$ cat config.mk
export PLATFORM = sky130hd
export DESIGN_NAME = eth_pio_device_flat
export DESIGN_NICKNAME = d
export VERILOG_FILES = /design/src/eth_pio_pkg.sv /design/src/eth_pio_if.sv /design/src/eth_pio_device.sv /design/src/flat_wrapper.sv
export SDC_FILE = /design/constraint.sdc
export NUM_CORES = 1
export LEC_CHECK = 0
export ABC_CLOCK_PERIOD_IN_PS = 10700
export BUFFER_PORTS_ARGS = -buffer_cell sky130_fd_sc_hd__buf_2
export CAP_MARGIN = 40
export CORE_AREA = 5 5 259 450
export CTS_CLUSTER_DIAMETER = 40
export CTS_CLUSTER_SIZE = 20
export DETAILED_ROUTE_END_ITERATION = 7
export DIE_AREA = 0 0 264 455
export GPL_TIMING_DRIVEN = 1
export PLACE_DENSITY = 0.52
export SLEW_MARGIN = 20
export SYNTH_ARGS = -nofsm -noshare
export SYNTH_HDL_FRONTEND = slang
export SYNTH_SLANG_ARGS = --single-unit
$ cat constraint.sdc
create_clock -name clock -period 10.7 [get_ports clock]
set_input_delay 0.535 -clock clock [delete_from_list [all_inputs] [get_ports clock]]
set_output_delay 0.535 -clock clock [all_outputs]
set_load 0.01 [all_outputs]
$ cat src/eth_pio_pkg.sv
/*
 * Shared constants for the Ethernet FIFO programmed-I/O block: register
 * addresses, transmit outcome field positions, watermark steps and FSM states.
 * Assumes both ends, the checker and the testbench import it whole.
 */
// ============================================================
// Summary of operation
// Primary address write pushes word to transmit FIFO
// Host writes only while space flag set
// Middle words primary, final word last-word address
// Interrupts off: last-word write starts transmission
// Interrupts on: start at watermark byte count
// Data address read pops receive FIFO word
// Host reads receive data after ready cleared
// Host reads receive status before clearing ready
// DMA mode clears receive ready automatically
// Frame end loads outcome then sets done
// DMA mode copies outcome low half to descriptor
// Success bit reflects last frame sent cleanly
// Success drains frame, flags return, done raised
// Bit 14 marks broadcast destination
// Bit 13 marks multicast destination
// Bit 12 marks late collision abort
// Bit 11 marks excessive deferral abort
// Bit 10 marks excessive collision abort
// Abort flushes frame, raises done, restores flags
// Frame done cleared only by host write-one
// Receive ready cleared by host write-one
// Space flag high while FIFO accepts word
// Outcome read side-effect free, upper half zero
package eth_pio_pkg;
	// ============================================================
	// Register addresses
	localparam logic [31:0] FIFO_DATA_ADDR = 32'hff800008;
	localparam logic [31:0] FIFO_LAST_ADDR = 32'hff80000c;
	localparam logic [31:0] TX_OUTCOME_ADDR = 32'hff800010;
	localparam logic [31:0] RX_STATUS_ADDR = 32'hff800014;

	// ============================================================
	// Transmit outcome fields and reset
	localparam int TXST_OK = 15;
	localparam int TXST_BCAST = 14;
	localparam int TXST_MCAST = 13;
	localparam int TXST_LATE = 12;
	localparam int TXST_DEFER = 11;
	localparam int TXST_MANY = 10;
	localparam logic [15:0] TX_OUTCOME_RESET = 16'h0000;

	// ============================================================
	// Sizes and watermark
	localparam int FIFO_DEPTH = 16;
	localparam logic [7:0] WM_STEP_BYTES = 8'h10;

	// Watermark select to byte threshold: 16, 32, 48, 64
	function automatic logic [7:0] wm_bytes(input logic [1:0] sel);
		wm_bytes = 8'({6'h00, sel} + 8'h01) * WM_STEP_BYTES;
	endfunction : wm_bytes

	// ============================================================
	// State machines
	typedef enum logic [2:0] {
		TX_IDLE = 3'b001,
		TX_SEND = 3'b010,
		TX_FLUSH = 3'b100
	} tx_state_e;

	typedef enum logic [5:0] {
		H_IDLE = 6'b000001,
		H_WAIT_TXST = 6'b000010,
		H_WAIT_RXST = 6'b000100,
		H_WAIT_RX = 6'b001000,
		H_GAP = 6'b010000,
		H_SPARE = 6'b100000
	} host_state_e;
endpackage : eth_pio_pkg

$ cat src/eth_pio_if.sv
/*
 * Carrier between host and device ends: register access strobes plus the
 * general status flags and their write-one-to-clear strobes.
 * Assumes both ends share one clock; reads answer one cycle later.
 */
`timescale 1ns/1ps
`default_nettype none
interface eth_pio_if;
	logic [31:0] addr;
	logic wr;
	logic rd;
	logic [31:0] wdata;
	logic [31:0] rdata;
	logic rvalid;
	logic tx_space_avail;
	logic tx_fifo_half_free;
	logic tx_frame_done;
	logic rx_packet_ready;
	logic [15:0] rx_avail_bytes;
	logic tx_done_clr;
	logic rx_ready_clr;

	modport device (input addr, wr, rd, wdata, tx_done_clr, rx_ready_clr,
		output rdata, rvalid, tx_space_avail, tx_fifo_half_free, tx_frame_done, rx_packet_ready, rx_avail_bytes);
	modport host (output addr, wr, rd, wdata, tx_done_clr, rx_ready_clr,
		input rdata, rvalid, tx_space_avail, tx_fifo_half_free, tx_frame_done, rx_packet_ready, rx_avail_bytes);
endinterface : eth_pio_if
`default_nettype wire

$ cat src/eth_pio_device.sv
/*
 * Device end: transmit and receive FIFOs, transmit start control, outcome
 * capture and receive-ready handling, plus the generic FIFO they use.
 * Assumes the MAC engine reports one outcome per started frame.
 */
`timescale 1ns/1ps
`default_nettype none

// ============================================================
// Generic FIFO
module eth_pio_fifo #(
	parameter int W = 33,
	parameter int DEPTH = 16,
	parameter int AW = $clog2(DEPTH)
) (
	// Clock and reset
	input wire logic clock,
	input wire logic reset,
	// Fill side
	input wire logic in_valid,
	input wire logic [W-1:0] in_data,
	output logic in_ready,
	// Drain side
	output logic out_valid,
	output logic [W-1:0] out_data,
	input wire logic out_ready,
	// Fill level
	output logic [AW:0] count
);
	typedef struct packed {
		logic [DEPTH-1:0][W-1:0] mem;
		logic [AW-1:0] wp;
		logic [AW-1:0] rp;
		logic [AW:0] cnt;
	} fifo_s;
	fifo_s q, d;
	logic push, pop;

	// Handshakes on both sides
	assign in_ready = q.cnt != (AW+1)'(DEPTH);
	assign out_valid = q.cnt != '0;
	assign out_data = q.mem[q.rp];
	assign count = q.cnt;
	assign push = in_valid && in_ready;
	assign pop = out_valid && out_ready;

	// Pointer and level update
	always_comb begin
		d = q;
		if (push) begin
			d.mem[q.wp] = in_data;
			d.wp = AW'(q.wp + 1'b1);
		end
		if (pop) begin
			d.rp = AW'(q.rp + 1'b1);
		end
		d.cnt = (AW+1)'(q.cnt + {{AW{1'b0}}, push} - {{AW{1'b0}}, pop});
	end

	// Storage needs no reset, pointers do
	always_ff @(posedge clock) begin
		q <= d;
		if (reset) begin
			q.wp <= '0;
			q.rp <= '0;
			q.cnt <= '0;
		end
	end
endmodule : eth_pio_fifo

// ============================================================
// Device end
module eth_pio_device import eth_pio_pkg::*; #(
	parameter int DEPTH = FIFO_DEPTH
) (
	// Clock and reset
	input wire logic clock,
	input wire logic reset,
	// Host link
	eth_pio_if.device bus,
	// Control settings
	input wire logic tx_done_int_en,
	input wire logic [1:0] tx_watermark_sel,
	input wire logic dma_mode,
	// MAC transmit stream
	output logic mac_tx_valid,
	output logic [31:0] mac_tx_data,
	output logic mac_tx_last,
	input wire logic mac_tx_ready,
	// MAC transmit outcome report
	input wire logic mac_tx_report,
	input wire logic mac_tx_ok,
	input wire logic mac_tx_bcast,
	input wire logic mac_tx_mcast,
	input wire logic mac_tx_late_coll,
	input wire logic mac_tx_long_defer,
	input wire logic mac_tx_many_coll,
	// MAC receive stream
	input wire logic mac_rx_valid,
	input wire logic [31:0] mac_rx_data,
	output logic mac_rx_ready,
	input wire logic mac_rx_end,
	input wire logic [31:0] mac_rx_status,
	// DMA descriptor side
	output logic [15:0] desc_status_field,
	output logic desc_status_write,
	output logic rx_status_auto_read
);
	localparam int AW = $clog2(DEPTH);

	typedef struct packed {
		tx_state_e tx_st;
		logic last_popped;
		logic start_req;
		logic [15:0] outcome;
		logic tx_done;
		logic rx_ready;
		logic [31:0] rx_status;
		logic [31:0] rdata;
		logic rvalid;
		logic [15:0] desc;
		logic desc_wr;
		logic rx_auto;
	} dev_s;
	dev_s q, d;

	logic txf_in_valid, txf_in_ready, txf_out_valid, txf_out_ready;
	logic [32:0] txf_in_data, txf_out_data;
	logic [AW:0] txf_count, rxf_count;
	logic rxf_out_valid, rxf_out_ready;
	logic [31:0] rxf_out_data;
	logic wr_data, wr_last, rd_data;
	logic [15:0] tx_bytes;

	// Address decode of host strobes
	assign wr_data = bus.wr && bus.addr == FIFO_DATA_ADDR;
	assign wr_last = bus.wr && bus.addr == FIFO_LAST_ADDR;
	assign rd_data = bus.rd && bus.addr == FIFO_DATA_ADDR;
	assign tx_bytes = 16'({txf_count, 2'b00});

	// Transmit FIFO fill: word plus end-of-frame mark
	assign txf_in_valid = wr_data || wr_last;
	assign txf_in_data = {wr_last, bus.wdata};

	// Drain only while sending and before the frame end, or while flushing
	assign txf_out_ready = (q.tx_st == TX_SEND && !q.last_popped && mac_tx_ready) || q.tx_st == TX_FLUSH;
	assign mac_tx_valid = q.tx_st == TX_SEND && !q.last_popped && txf_out_valid;
	assign mac_tx_data = txf_out_data[31:0];
	assign mac_tx_last = txf_out_data[32];

	// Receive FIFO pops only once the packet is released to the host
	assign rxf_out_ready = rd_data && !q.rx_ready;

	// Status flags; done holds the space and half-free flags off, as does a flush in progress
	assign bus.tx_space_avail = txf_in_ready && !q.tx_done && q.tx_st != TX_FLUSH;
	assign bus.tx_fifo_half_free = txf_count <= (AW+1)'(DEPTH/2) && !q.tx_done && q.tx_st != TX_FLUSH;
	assign bus.tx_frame_done = q.tx_done;
	assign bus.rx_packet_ready = q.rx_ready;
	assign bus.rx_avail_bytes = q.rx_ready ? 16'h0000 : 16'({rxf_count, 2'b00});
	assign bus.rdata = q.rdata;
	assign bus.rvalid = q.rvalid;
	assign desc_status_field = q.desc;
	assign desc_status_write = q.desc_wr;
	assign rx_status_auto_read = q.rx_auto;

	eth_pio_fifo #(.W(33), .DEPTH(DEPTH)) tx_fifo (
		.clock(clock),
		.reset(reset),
		.in_valid(txf_in_valid),
		.in_data(txf_in_data),
		.in_ready(txf_in_ready),
		.out_valid(txf_out_valid),
		.out_data(txf_out_data),
		.out_ready(txf_out_ready),
		.count(txf_count)
	);

	eth_pio_fifo #(.W(32), .DEPTH(DEPTH)) rx_fifo (
		.clock(clock),
		.reset(reset),
		.in_valid(mac_rx_valid),
		.in_data(mac_rx_data),
		.in_ready(mac_rx_ready),
		.out_valid(rxf_out_valid),
		.out_data(rxf_out_data),
		.out_ready(rxf_out_ready),
		.count(rxf_count)
	);

	// ============================================================
	// Next-state logic
	always_comb begin
		d = q;
		d.rvalid = bus.rd;
		d.desc_wr = 1'b0;
		d.rx_auto = 1'b0;

		// Register reads; outcome read has no side effect
		case (bus.addr)
			FIFO_DATA_ADDR: d.rdata = rxf_out_valid && !q.rx_ready ? rxf_out_data : 32'h00000000;
			TX_OUTCOME_ADDR: d.rdata = {16'h0000, q.outcome};
			RX_STATUS_ADDR: d.rdata = q.rx_status;
			default: d.rdata = 32'h00000000;
		endcase

		// Start request from a last-word write with interrupts off
		if (wr_last && !tx_done_int_en) begin
			d.start_req = 1'b1;
		end

		case (q.tx_st)
			TX_IDLE: begin
				d.last_popped = 1'b0;
				if (tx_done_int_en ? (tx_bytes >= {8'h00, wm_bytes(tx_watermark_sel)}) : q.start_req) begin
					d.tx_st = TX_SEND;
					d.start_req = 1'b0;
				end
			end
			TX_SEND: begin
				if (txf_out_valid && txf_out_ready && txf_out_data[32]) begin
					d.last_popped = 1'b1;
				end
				if (mac_tx_report) begin
					d.outcome = TX_OUTCOME_RESET;
					d.outcome[TXST_OK] = mac_tx_ok;
					d.outcome[TXST_BCAST] = mac_tx_bcast;
					d.outcome[TXST_MCAST] = mac_tx_mcast;
					d.outcome[TXST_LATE] = mac_tx_late_coll;
					d.outcome[TXST_DEFER] = mac_tx_long_defer;
					d.outcome[TXST_MANY] = mac_tx_many_coll;
					d.tx_done = 1'b1;
					if (dma_mode) begin
						d.desc = d.outcome;
						d.desc_wr = 1'b1;
					end
					// Abort before the end mark left: drop the rest of the frame
					d.tx_st = (q.last_popped || (txf_out_valid && txf_out_ready && txf_out_data[32])) ? TX_IDLE : TX_FLUSH;
				end
			end
			TX_FLUSH: begin
				if (txf_out_valid && txf_out_data[32]) begin
					d.tx_st = TX_IDLE;
				end
			end
			default: d.tx_st = TX_IDLE;
		endcase

		// Done clears on a host write-one; a new completion wins
		if (bus.tx_done_clr && !(q.tx_st == TX_SEND && mac_tx_report)) begin
			d.tx_done = 1'b0;
		end

		// Receive ready: host clear, or automatic clear in DMA mode
		if (q.rx_ready && dma_mode) begin
			d.rx_auto = 1'b1;
			d.rx_ready = 1'b0;
		end
		if (bus.rx_ready_clr) begin
			d.rx_ready = 1'b0;
		end
		if (mac_rx_end) begin
			d.rx_ready = 1'b1;
			d.rx_status = mac_rx_status;
		end
	end

	// ============================================================
	// State register
	always_ff @(posedge clock) begin
		if (reset) begin
			q <= '{tx_st: TX_IDLE, outcome: TX_OUTCOME_RESET, default: '0};
		end else begin
			q <= d;
		end
	end
endmodule : eth_pio_device
`default_nettype wire

$ cat src/flat_wrapper.sv
// flat-port wrapper written by rule: the top's interface ports become plain ports
module eth_pio_device_flat import eth_pio_pkg::*;
#(
	parameter int DEPTH = FIFO_DEPTH
)
  (clock, reset, tx_done_int_en, tx_watermark_sel, dma_mode, mac_tx_valid, mac_tx_data, mac_tx_last, mac_tx_ready, mac_tx_report, mac_tx_ok, mac_tx_bcast, mac_tx_mcast, mac_tx_late_coll, mac_tx_long_defer, mac_tx_many_coll, mac_rx_valid, mac_rx_data, mac_rx_ready, mac_rx_end, mac_rx_status, desc_status_field, desc_status_write, rx_status_auto_read, bus_addr, bus_wr, bus_rd, bus_wdata, bus_tx_done_clr, bus_rx_ready_clr, bus_rdata, bus_rvalid, bus_tx_space_avail, bus_tx_fifo_half_free, bus_tx_frame_done, bus_rx_packet_ready, bus_rx_avail_bytes);
  eth_pio_if bus_i ();
  input wire logic clock;
  input wire logic reset;
  input wire logic tx_done_int_en;
  input wire logic [1:0] tx_watermark_sel;
  input wire logic dma_mode;
  output logic mac_tx_valid;
  output logic [31:0] mac_tx_data;
  output logic mac_tx_last;
  input wire logic mac_tx_ready;
  input wire logic mac_tx_report;
  input wire logic mac_tx_ok;
  input wire logic mac_tx_bcast;
  input wire logic mac_tx_mcast;
  input wire logic mac_tx_late_coll;
  input wire logic mac_tx_long_defer;
  input wire logic mac_tx_many_coll;
  input wire logic mac_rx_valid;
  input wire logic [31:0] mac_rx_data;
  output logic mac_rx_ready;
  input wire logic mac_rx_end;
  input wire logic [31:0] mac_rx_status;
  output logic [15:0] desc_status_field;
  output logic desc_status_write;
  output logic rx_status_auto_read;
  input wire logic [$bits(bus_i.addr)-1:0] bus_addr;
  input wire logic [$bits(bus_i.wr)-1:0] bus_wr;
  input wire logic [$bits(bus_i.rd)-1:0] bus_rd;
  input wire logic [$bits(bus_i.wdata)-1:0] bus_wdata;
  input wire logic [$bits(bus_i.tx_done_clr)-1:0] bus_tx_done_clr;
  input wire logic [$bits(bus_i.rx_ready_clr)-1:0] bus_rx_ready_clr;
  output wire logic [$bits(bus_i.rdata)-1:0] bus_rdata;
  output wire logic [$bits(bus_i.rvalid)-1:0] bus_rvalid;
  output wire logic [$bits(bus_i.tx_space_avail)-1:0] bus_tx_space_avail;
  output wire logic [$bits(bus_i.tx_fifo_half_free)-1:0] bus_tx_fifo_half_free;
  output wire logic [$bits(bus_i.tx_frame_done)-1:0] bus_tx_frame_done;
  output wire logic [$bits(bus_i.rx_packet_ready)-1:0] bus_rx_packet_ready;
  output wire logic [$bits(bus_i.rx_avail_bytes)-1:0] bus_rx_avail_bytes;
  assign bus_i.addr = bus_addr;
  assign bus_i.wr = bus_wr;
  assign bus_i.rd = bus_rd;
  assign bus_i.wdata = bus_wdata;
  assign bus_i.tx_done_clr = bus_tx_done_clr;
  assign bus_i.rx_ready_clr = bus_rx_ready_clr;
  assign bus_rdata = bus_i.rdata;
  assign bus_rvalid = bus_i.rvalid;
  assign bus_tx_space_avail = bus_i.tx_space_avail;
  assign bus_tx_fifo_half_free = bus_i.tx_fifo_half_free;
  assign bus_tx_frame_done = bus_i.tx_frame_done;
  assign bus_rx_packet_ready = bus_i.rx_packet_ready;
  assign bus_rx_avail_bytes = bus_i.rx_avail_bytes;
  eth_pio_device #(.DEPTH(DEPTH)) u_core (.clock(clock), .reset(reset), .bus(bus_i), .tx_done_int_en(tx_done_int_en), .tx_watermark_sel(tx_watermark_sel), .dma_mode(dma_mode), .mac_tx_valid(mac_tx_valid), .mac_tx_data(mac_tx_data), .mac_tx_last(mac_tx_last), .mac_tx_ready(mac_tx_ready), .mac_tx_report(mac_tx_report), .mac_tx_ok(mac_tx_ok), .mac_tx_bcast(mac_tx_bcast), .mac_tx_mcast(mac_tx_mcast), .mac_tx_late_coll(mac_tx_late_coll), .mac_tx_long_defer(mac_tx_long_defer), .mac_tx_many_coll(mac_tx_many_coll), .mac_rx_valid(mac_rx_valid), .mac_rx_data(mac_rx_data), .mac_rx_ready(mac_rx_ready), .mac_rx_end(mac_rx_end), .mac_rx_status(mac_rx_status), .desc_status_field(desc_status_field), .desc_status_write(desc_status_write), .rx_status_auto_read(rx_status_auto_read));
endmodule
==> metrics.yaml, run 1 <==
antenna_found_initial: 28
fin_crit_sh_pct: 36.5
min_path_cells: 3
hpwl_mm: 67.2
p_int_mw: 7.19
synth_cell_types: 62
skew_ns: 0.0322
seq_area_frac_synth_pct: 75.0
drtPass1Iterations: 5
nets: 2583
fin_crit_ns: 3.91
worstPathRequired_ns: 10.17
worstReg2RegEnd: "u_core.tx_fifo.q[430]$_DFFE_PP_"
die_w_um: 264
synth_compound_area_share_pct: 2.45
die-area_mm2: 0.120
cts_resized: 0
yosysMostFrequentCell: "edfxtp_1"
switching_share_pct: 23.5
routabilityCongestion: 0.788
max_freq_ghz: 0.256
ant_nets: 0
reg2reg_from: "u_core.tx_fifo.count[3]$_SDFF_PP0_"
ys.warnings.count: 0
start_kind: "flop"
areaGrowthSynthToFinish_pct: 15.4
fill_cells: 9609
cts_hold_buf: 7
cts_tree: "done"
clk_pin_slew_ns: 0.07
num_vias: 21437
pin_count: 254
grt_first_pass_wirelength_mm: 161
grtUsageTotal_pct: 18.3
core_area_mm2: 0.113
synth_top_family_by_area: "multiplexers"
crit_fanout: 31
reg2reg_depth: 7
arrival_ns: 3.37
comb_power_share_pct: 4.7
synth_xor_area_share_pct: 0.334
final_util_pct: 45.7
multi_input_area_mm2: 0.0103
power_frac_clock_pct: 42.0
grt_pass1_vias: 23124
ys_async_sr_fraction_pct: 0
synthCells: 2137
ys_top_cells_by_area: "edfxtp_1 70%, mux4_2 14%, dfxtp_1 5.0%"
detail_route.vias_per_cell: 5.37
yosys.area_share.simple_pct: 2.43
grt_start_max_net_pins: 50
drive_above_1_share_pct: 33.8
peakVddDrop_v: 0.000133
hold_start: "mac_rx_status[1]"
muxShareOfSynthArea_pct: 16.4
clockBufferDepth: 3
final-setup-viol-count: 0
p_switching_mw: 2.21
cts_root_buf: "clkbuf_16"
worst_pin_slew_ns: 0.833
clock_latency_ns: 0.71
ys_top_cells_by_count: "1,040 x edfxtp_1, 277 x mux4_2, 112 x dfxtp_1"
placed_cell_area_mm2: 0.0477
synth-main-ff-cell: "edfxtp_1"
leakagePower_nw: 16.3
grt-ovfl-total: 0
holdCritPathClass: "in -> reg"
pwr-share-seq_pct: 53.3
endpoint_kind: "output pin"
p_total_mw: 9.40
htree_levels: 3
synth_edf_count: 1040
cts.sinks: 1152
routed_wl_mm: 111
slew_headroom_pct: 44.5
post_drt_wl_per_cell_um: 27.9
port_buffers: 232
power.density_mw_per_mm2: 183
max_cap_violations: 0
numCtsBuffers: 108
netlist.area_leader.share_pct: 70.0
die_height_um: 455
drc: 0
rsz0062_at_grt: "false"
outcome: "complete, no violations"
drv_slew: 0
regArea_mm2: 0.0335
yosysTopAreaCell: "edfxtp_1"
reg2reg_slack_ns: 7.36
synthAdderAreaFrac_pct: 0.875
cts_setup_buffers: 0
holdPathEnd: "u_core.q[52]$_SDFFE_PP0P_"
timing_hold_violations_final: 0
initial_core_util_pct: 39.6
design_area_mm2: 0.0515
drt_iter0_markers: 1658
fin_tns_setup_ns: 0
netlist_area_mm2: 0.0446
avgSynthCellArea_um2: 20.9
fp-row-count: 163
synth-seq-cells: 1152
path_class: "reg -> out"
[flip-flops by register name, summed over array words and instances, names as in the netlist]
signal                      count
u_core.rx_fifo.count            5
u_core.tx_fifo.count            5
u_core.bus.rx_packet_ready      1
u_core.bus.rvalid               1
u_core.rx_status_auto_read      1
u_core.tx_fifo.q              536
u_core.bus.tx_frame_done        1
u_core.q                       43
u_core.desc_status_write        1
u_core.desc_status_field        6
u_core.bus.rdata               32
u_core.rx_fifo.q              520
[cell type report]
class | instances | area share (%)
Sequential cell | 1152 | 65.1
Multi-Input combinational cell | 793 | 20.1
Clock buffer | 116 | 5.43
Timing Repair Buffer | 306 | 3.68
Tap cell | 1485 | 3.61
Clock inverter | 86 | 1.81
Inverter | 44 | 0.321
Antenna cell | 8 | 0.0389
[layout by cell type, fill, tap and decap left out, drive strengths merged, types with 13 or more instances in the layout]
cell type / netlist / layout
a21oi: 25 / 25
clkbuf: 58 / 116
a221oi: 45 / 45
buf: 110 / 299
mux4: 277 / 277
mux2i: 101 / 101
dfxtp: 112 / 112
o2bb2ai: 26 / 26
xnor2: 14 / 14
conb: 1 / 21
clkinv: 0 / 33
nor2: 91 / 91
o21a: 15 / 15
nor3: 15 / 15
edfxtp: 1040 / 1040
nand2: 38 / 38
inv: 44 / 87
nor2b: 13 / 13
ha: 28 / 28
[routing by layer]
| layer | GRT usage (%) | up-vias | routed length (um) |
|---|---|---|---|
| met5 | 0 | - | 96 |
| met4 | 4.99 | 16 | 2480 |
| met3 | 3.95 | 160 | 7120 |
| met2 | 34.2 | 597 | 60500 |
| met1 | 21.4 | 11413 | 41000 |
| li1 | - | 9251 | - |
[cells by family (layout without fill, tap and decap cells)]
logic type | count (synthesis) | after routing
DFF | 1152 | 1152
muxes | 382 | 382
xor gates and xnor gates | 17 | 17
buffers and inverters | 212 | 552
adders and majority gates | 30 | 30
other | 1 | 29
AOI/OAI and AO/OA | 135 | 135
and+or+nand+nor | 208 | 208
[worst max-delay path, stage by stage, from the launching register on]
cell and delay [ns]:
dfxtp_4 0.65, buf_4 0.41, buf_16 0.28, mux4_2 0.60, mux4_2 0.53, buf_2 0.17
[power by group through the flow]
stage	combinational (mW)	sequential [mW]	clock [mW]
6_report	0.441	5.01	3.95
5_1_grt	0.489	5.02	4.22
4_1_cts	0.451	5.01	4.05
3_5_place_dp	0.446	5.11	0
3_3_place_gp	0.432	5.11	0
2_1_floorplan	0.240	5.11	0
[worst max-delay path by stage]
| stage | start | to | slack (ns) |
|---|---|---|---|
| CTS | u_core.tx_fifo.q[5]$_SDFFE_PP0P_ | mac_tx_data[9] | 6.66 |
| detailed placement | bus_addr[16] | u_core.tx_fifo.q[427]$_DFFE_PP_ | 6.79 |
| floorplan | bus_addr[13] | u_core.tx_fifo.q[112]$_DFFE_PP_ | 6.21 |
| global route | u_core.tx_fifo.q[5]$_SDFFE_PP0P_ | mac_tx_data[9] | 6.59 |
| finish | u_core.tx_fifo.q[5]$_SDFFE_PP0P_ | mac_tx_data[27] | 6.79 |
| global placement | u_core.tx_fifo.q[5]$_SDFFE_PP0P_ | mac_tx_data[3] | 6.84 |
[through the flow]
stage	std cells	worst slack (ns)	hold WS [ns]
after floorplan	2157	6.21	0.432
after global placement	3760	6.84	0.441
after detailed placement	3772	6.79	0.446
after CTS	3981	6.66	0.00309
after global routing	3982	6.59	0.0496
final	3990	6.79	0.0637
No activity file was read; power rests on OpenSTA's default activity.
==> inputs of run 2 (changes only) <==
Settings changed: ABC_CLOCK_PERIOD_IN_PS 10700 to 3600.
Clock period 10.7 ns to 3.6 ns, I/O delays scaled along.
==> metrics.yaml, run 2 (synthesis results as in run 1) <==
core_area_mm2: 0.113  # unchanged
grtUsageTotal_pct: 18.4  # +0.069 points
routed_wl_mm: 112  # +0.75%
antenna_found_initial: 12  # -57%
clk_pin_slew_ns: 0.06  # about the same
regArea_mm2: 0.0335  # unchanged
multi_input_area_mm2: 0.0104  # +0.45%
peakVddDrop_v: 0.000431  # +220%
rsz0062_at_grt: "false"
power.density_mw_per_mm2: 543  # +200%
cp_slowest_cell: "dfxtp_4"
fill_cells: 9466  # -1.5%
slowest_delay_ns: 0.77  # +0.12 ns
leakagePower_nw: 17.1  # +4.9%
port_buffers: 232  # unchanged
final_cell_mix: "1,040 x edfxtp_1, 277 x mux4_2, 232 x buf_2"
arrival_ns: 3.11  # -0.26 ns
clock_latency_ns: 0.72  # about the same
final_common_cell: "edfxtp_1"
cts_root_buf: "clkbuf_16"
worst_pin_slew_ns: 0.860  # +0.0269 ns
p_total_mw: 29.0  # +210%
drv_slew: 0  # unchanged
pin_count: 254  # unchanged
clockBufferDepth: 3  # unchanged
fin_hold_ws_ns: 0.0769  # +0.0132 ns
die_height_um: 455  # unchanged
placed_cell_area_mm2: 0.0480  # +0.79%
outcome: "complete, no violations"
worstPathRequired_ns: 3.42  # -6.75 ns
fp-row-count: 163  # unchanged
hpwl_mm: 66.8  # -0.62%
fin_crit_ns: 3.29
fin_tns_setup_ns: 0  # unchanged
fin_crit_sh_pct: 91.3
cts.sinks: 1152  # unchanged
nets: 2734  # +5.8%
drt_iter0_markers: 1674  # +0.97%
crit_top_cell: "mux4_2"
grt_start_max_net_pins: 73  # +46%
skew_ns: 0.0259  # -0.00627 ns
num_vias: 22217  # +3.6%
detail_route.vias_per_cell: 5.36  # -0.29%
start_kind: "flop"
max_cap_violations: 0  # unchanged
grt_first_pass_wirelength_mm: 163  # +1.2%
endpoint_kind: "output pin"
cts_resized: 0  # unchanged
grt_pass1_vias: 23816  # +3.0%
worstPathCellList: "buf_12, mux4_2, mux4_2, buf_2"
grt-ovfl-total: 0  # unchanged
drc: 0  # unchanged
post_drt_wl_per_cell_um: 27.0  # -3.1%
timing_hold_violations_final: 0  # unchanged
final-setup-viol-count: 0  # unchanged
largest_reg_flops: 536  # unchanged
drive_above_1_share_pct: 33.2  # -0.64 points
crit_family: "multiplexers"
crit_fanout: 72  # +130%
max_freq_ghz: 0.304
slew_headroom_pct: 42.6  # -1.9 points
routabilityCongestion: 0.775  # -1.7%
path_class: "reg -> out"
largest_register: "u_core.tx_fifo.q"
design_area_mm2: 0.0534  # +3.8%
drtPass1Iterations: 6  # +1
reg.largest.list: "u_core.tx_fifo.q (536), u_core.rx_fifo.q (520), u_core.q (43)"
numCtsBuffers: 114  # +5.6%
critical_path_buf_inv_count: 2  # -1
die-area_mm2: 0.120  # unchanged
die_w_um: 264  # unchanged
htree_levels: 3  # unchanged
holdCritPathClass: "in -> reg"
cts_tree: "done"
initial_core_util_pct: 39.6  # unchanged
ant_nets: 0  # unchanged
areaGrowthSynthToFinish_pct: 19.7
run 2: layout make-up:
cell class                      instances  share of cell area, %
Sequential cell                      1152                   62.7
Clock buffer                          128                   5.74
Inverter                               44                  0.309
Clock inverter                         86                   1.92
Timing Repair Buffer                  451                   6.39
Multi-Input combinational cell        793                   19.4
Tap cell                             1485                   3.48
Antenna cell                            8                 0.0375
run 2: what timing repair did:
item                                    in CTS  in global routing
endpoints found under the setup margin       0                  2
hold endpoints to repair                  1090                  0
buffers inserted                             0                  1
hold buffers                               125                  0
run 2: routing by layer:
| metal | global-route usage [%] | vias to the layer above | part of all wire, % |
|---|---|---|---|
| met5 | 0 | - | 0.043 |
| met4 | 4.97 | 8 | 2.0 |
| met3 | 3.04 | 145 | 5.3 |
| met2 | 33.9 | 659 | 54 |
| met1 | 22.6 | 11835 | 38 |
| li1 | - | 9570 | - |
run 2: path summary, 6_finish.rpt:
path              slack [ns]  depth (start not counted)                          startpoint                                  to
setup reg to reg        0.50                         14  u_core.rx_fifo.count[3]$_SDFF_PP0_  u_core.rx_fifo.count[4]$_SDFF_PP0_
hold / removal          0.08                          4                        mac_tx_ready    u_core.tx_fifo.q[6]$_SDFFE_PP0P_
hold reg to reg         0.46                          2          u_core.q[100]$_SDFFE_PP0P_          u_core.q[100]$_SDFFE_PP0P_
setup / recovery        0.31                          4    u_core.tx_fifo.q[6]$_SDFFE_PP0P_                      mac_tx_data[0]
run 2: where the power goes:
| group | internal (mW) | switching [mW] | leakage, nW |
|---|---|---|---|
| Sequential | 14.8 | 0.106 | 10.3 |
| Combinational | 0.583 | 0.880 | 4.88 |
| Clock | 7.01 | 5.65 | 2.00 |
run 2: stage by stage:
stage | setup WS, ns | cells | utilization (%)
2_1_floorplan | 0.318 | 2157 | -
3_3_place_gp | 0.135 | 3797 | 42.6
3_5_place_dp | 0.534 | 3799 | 42.7
4_1_cts | 0.0347 | 4138 | 47.4
5_1_grt | 0.199 | 4141 | 47.4
6_report | 0.314 | 4147 | 47.4
run 2: worst min-delay path: cells and delay by family:
kind                   cells  cell delay [ns]
AOI/OAI and AO/OA          3             0.39
buffers and inverters      1             0.14
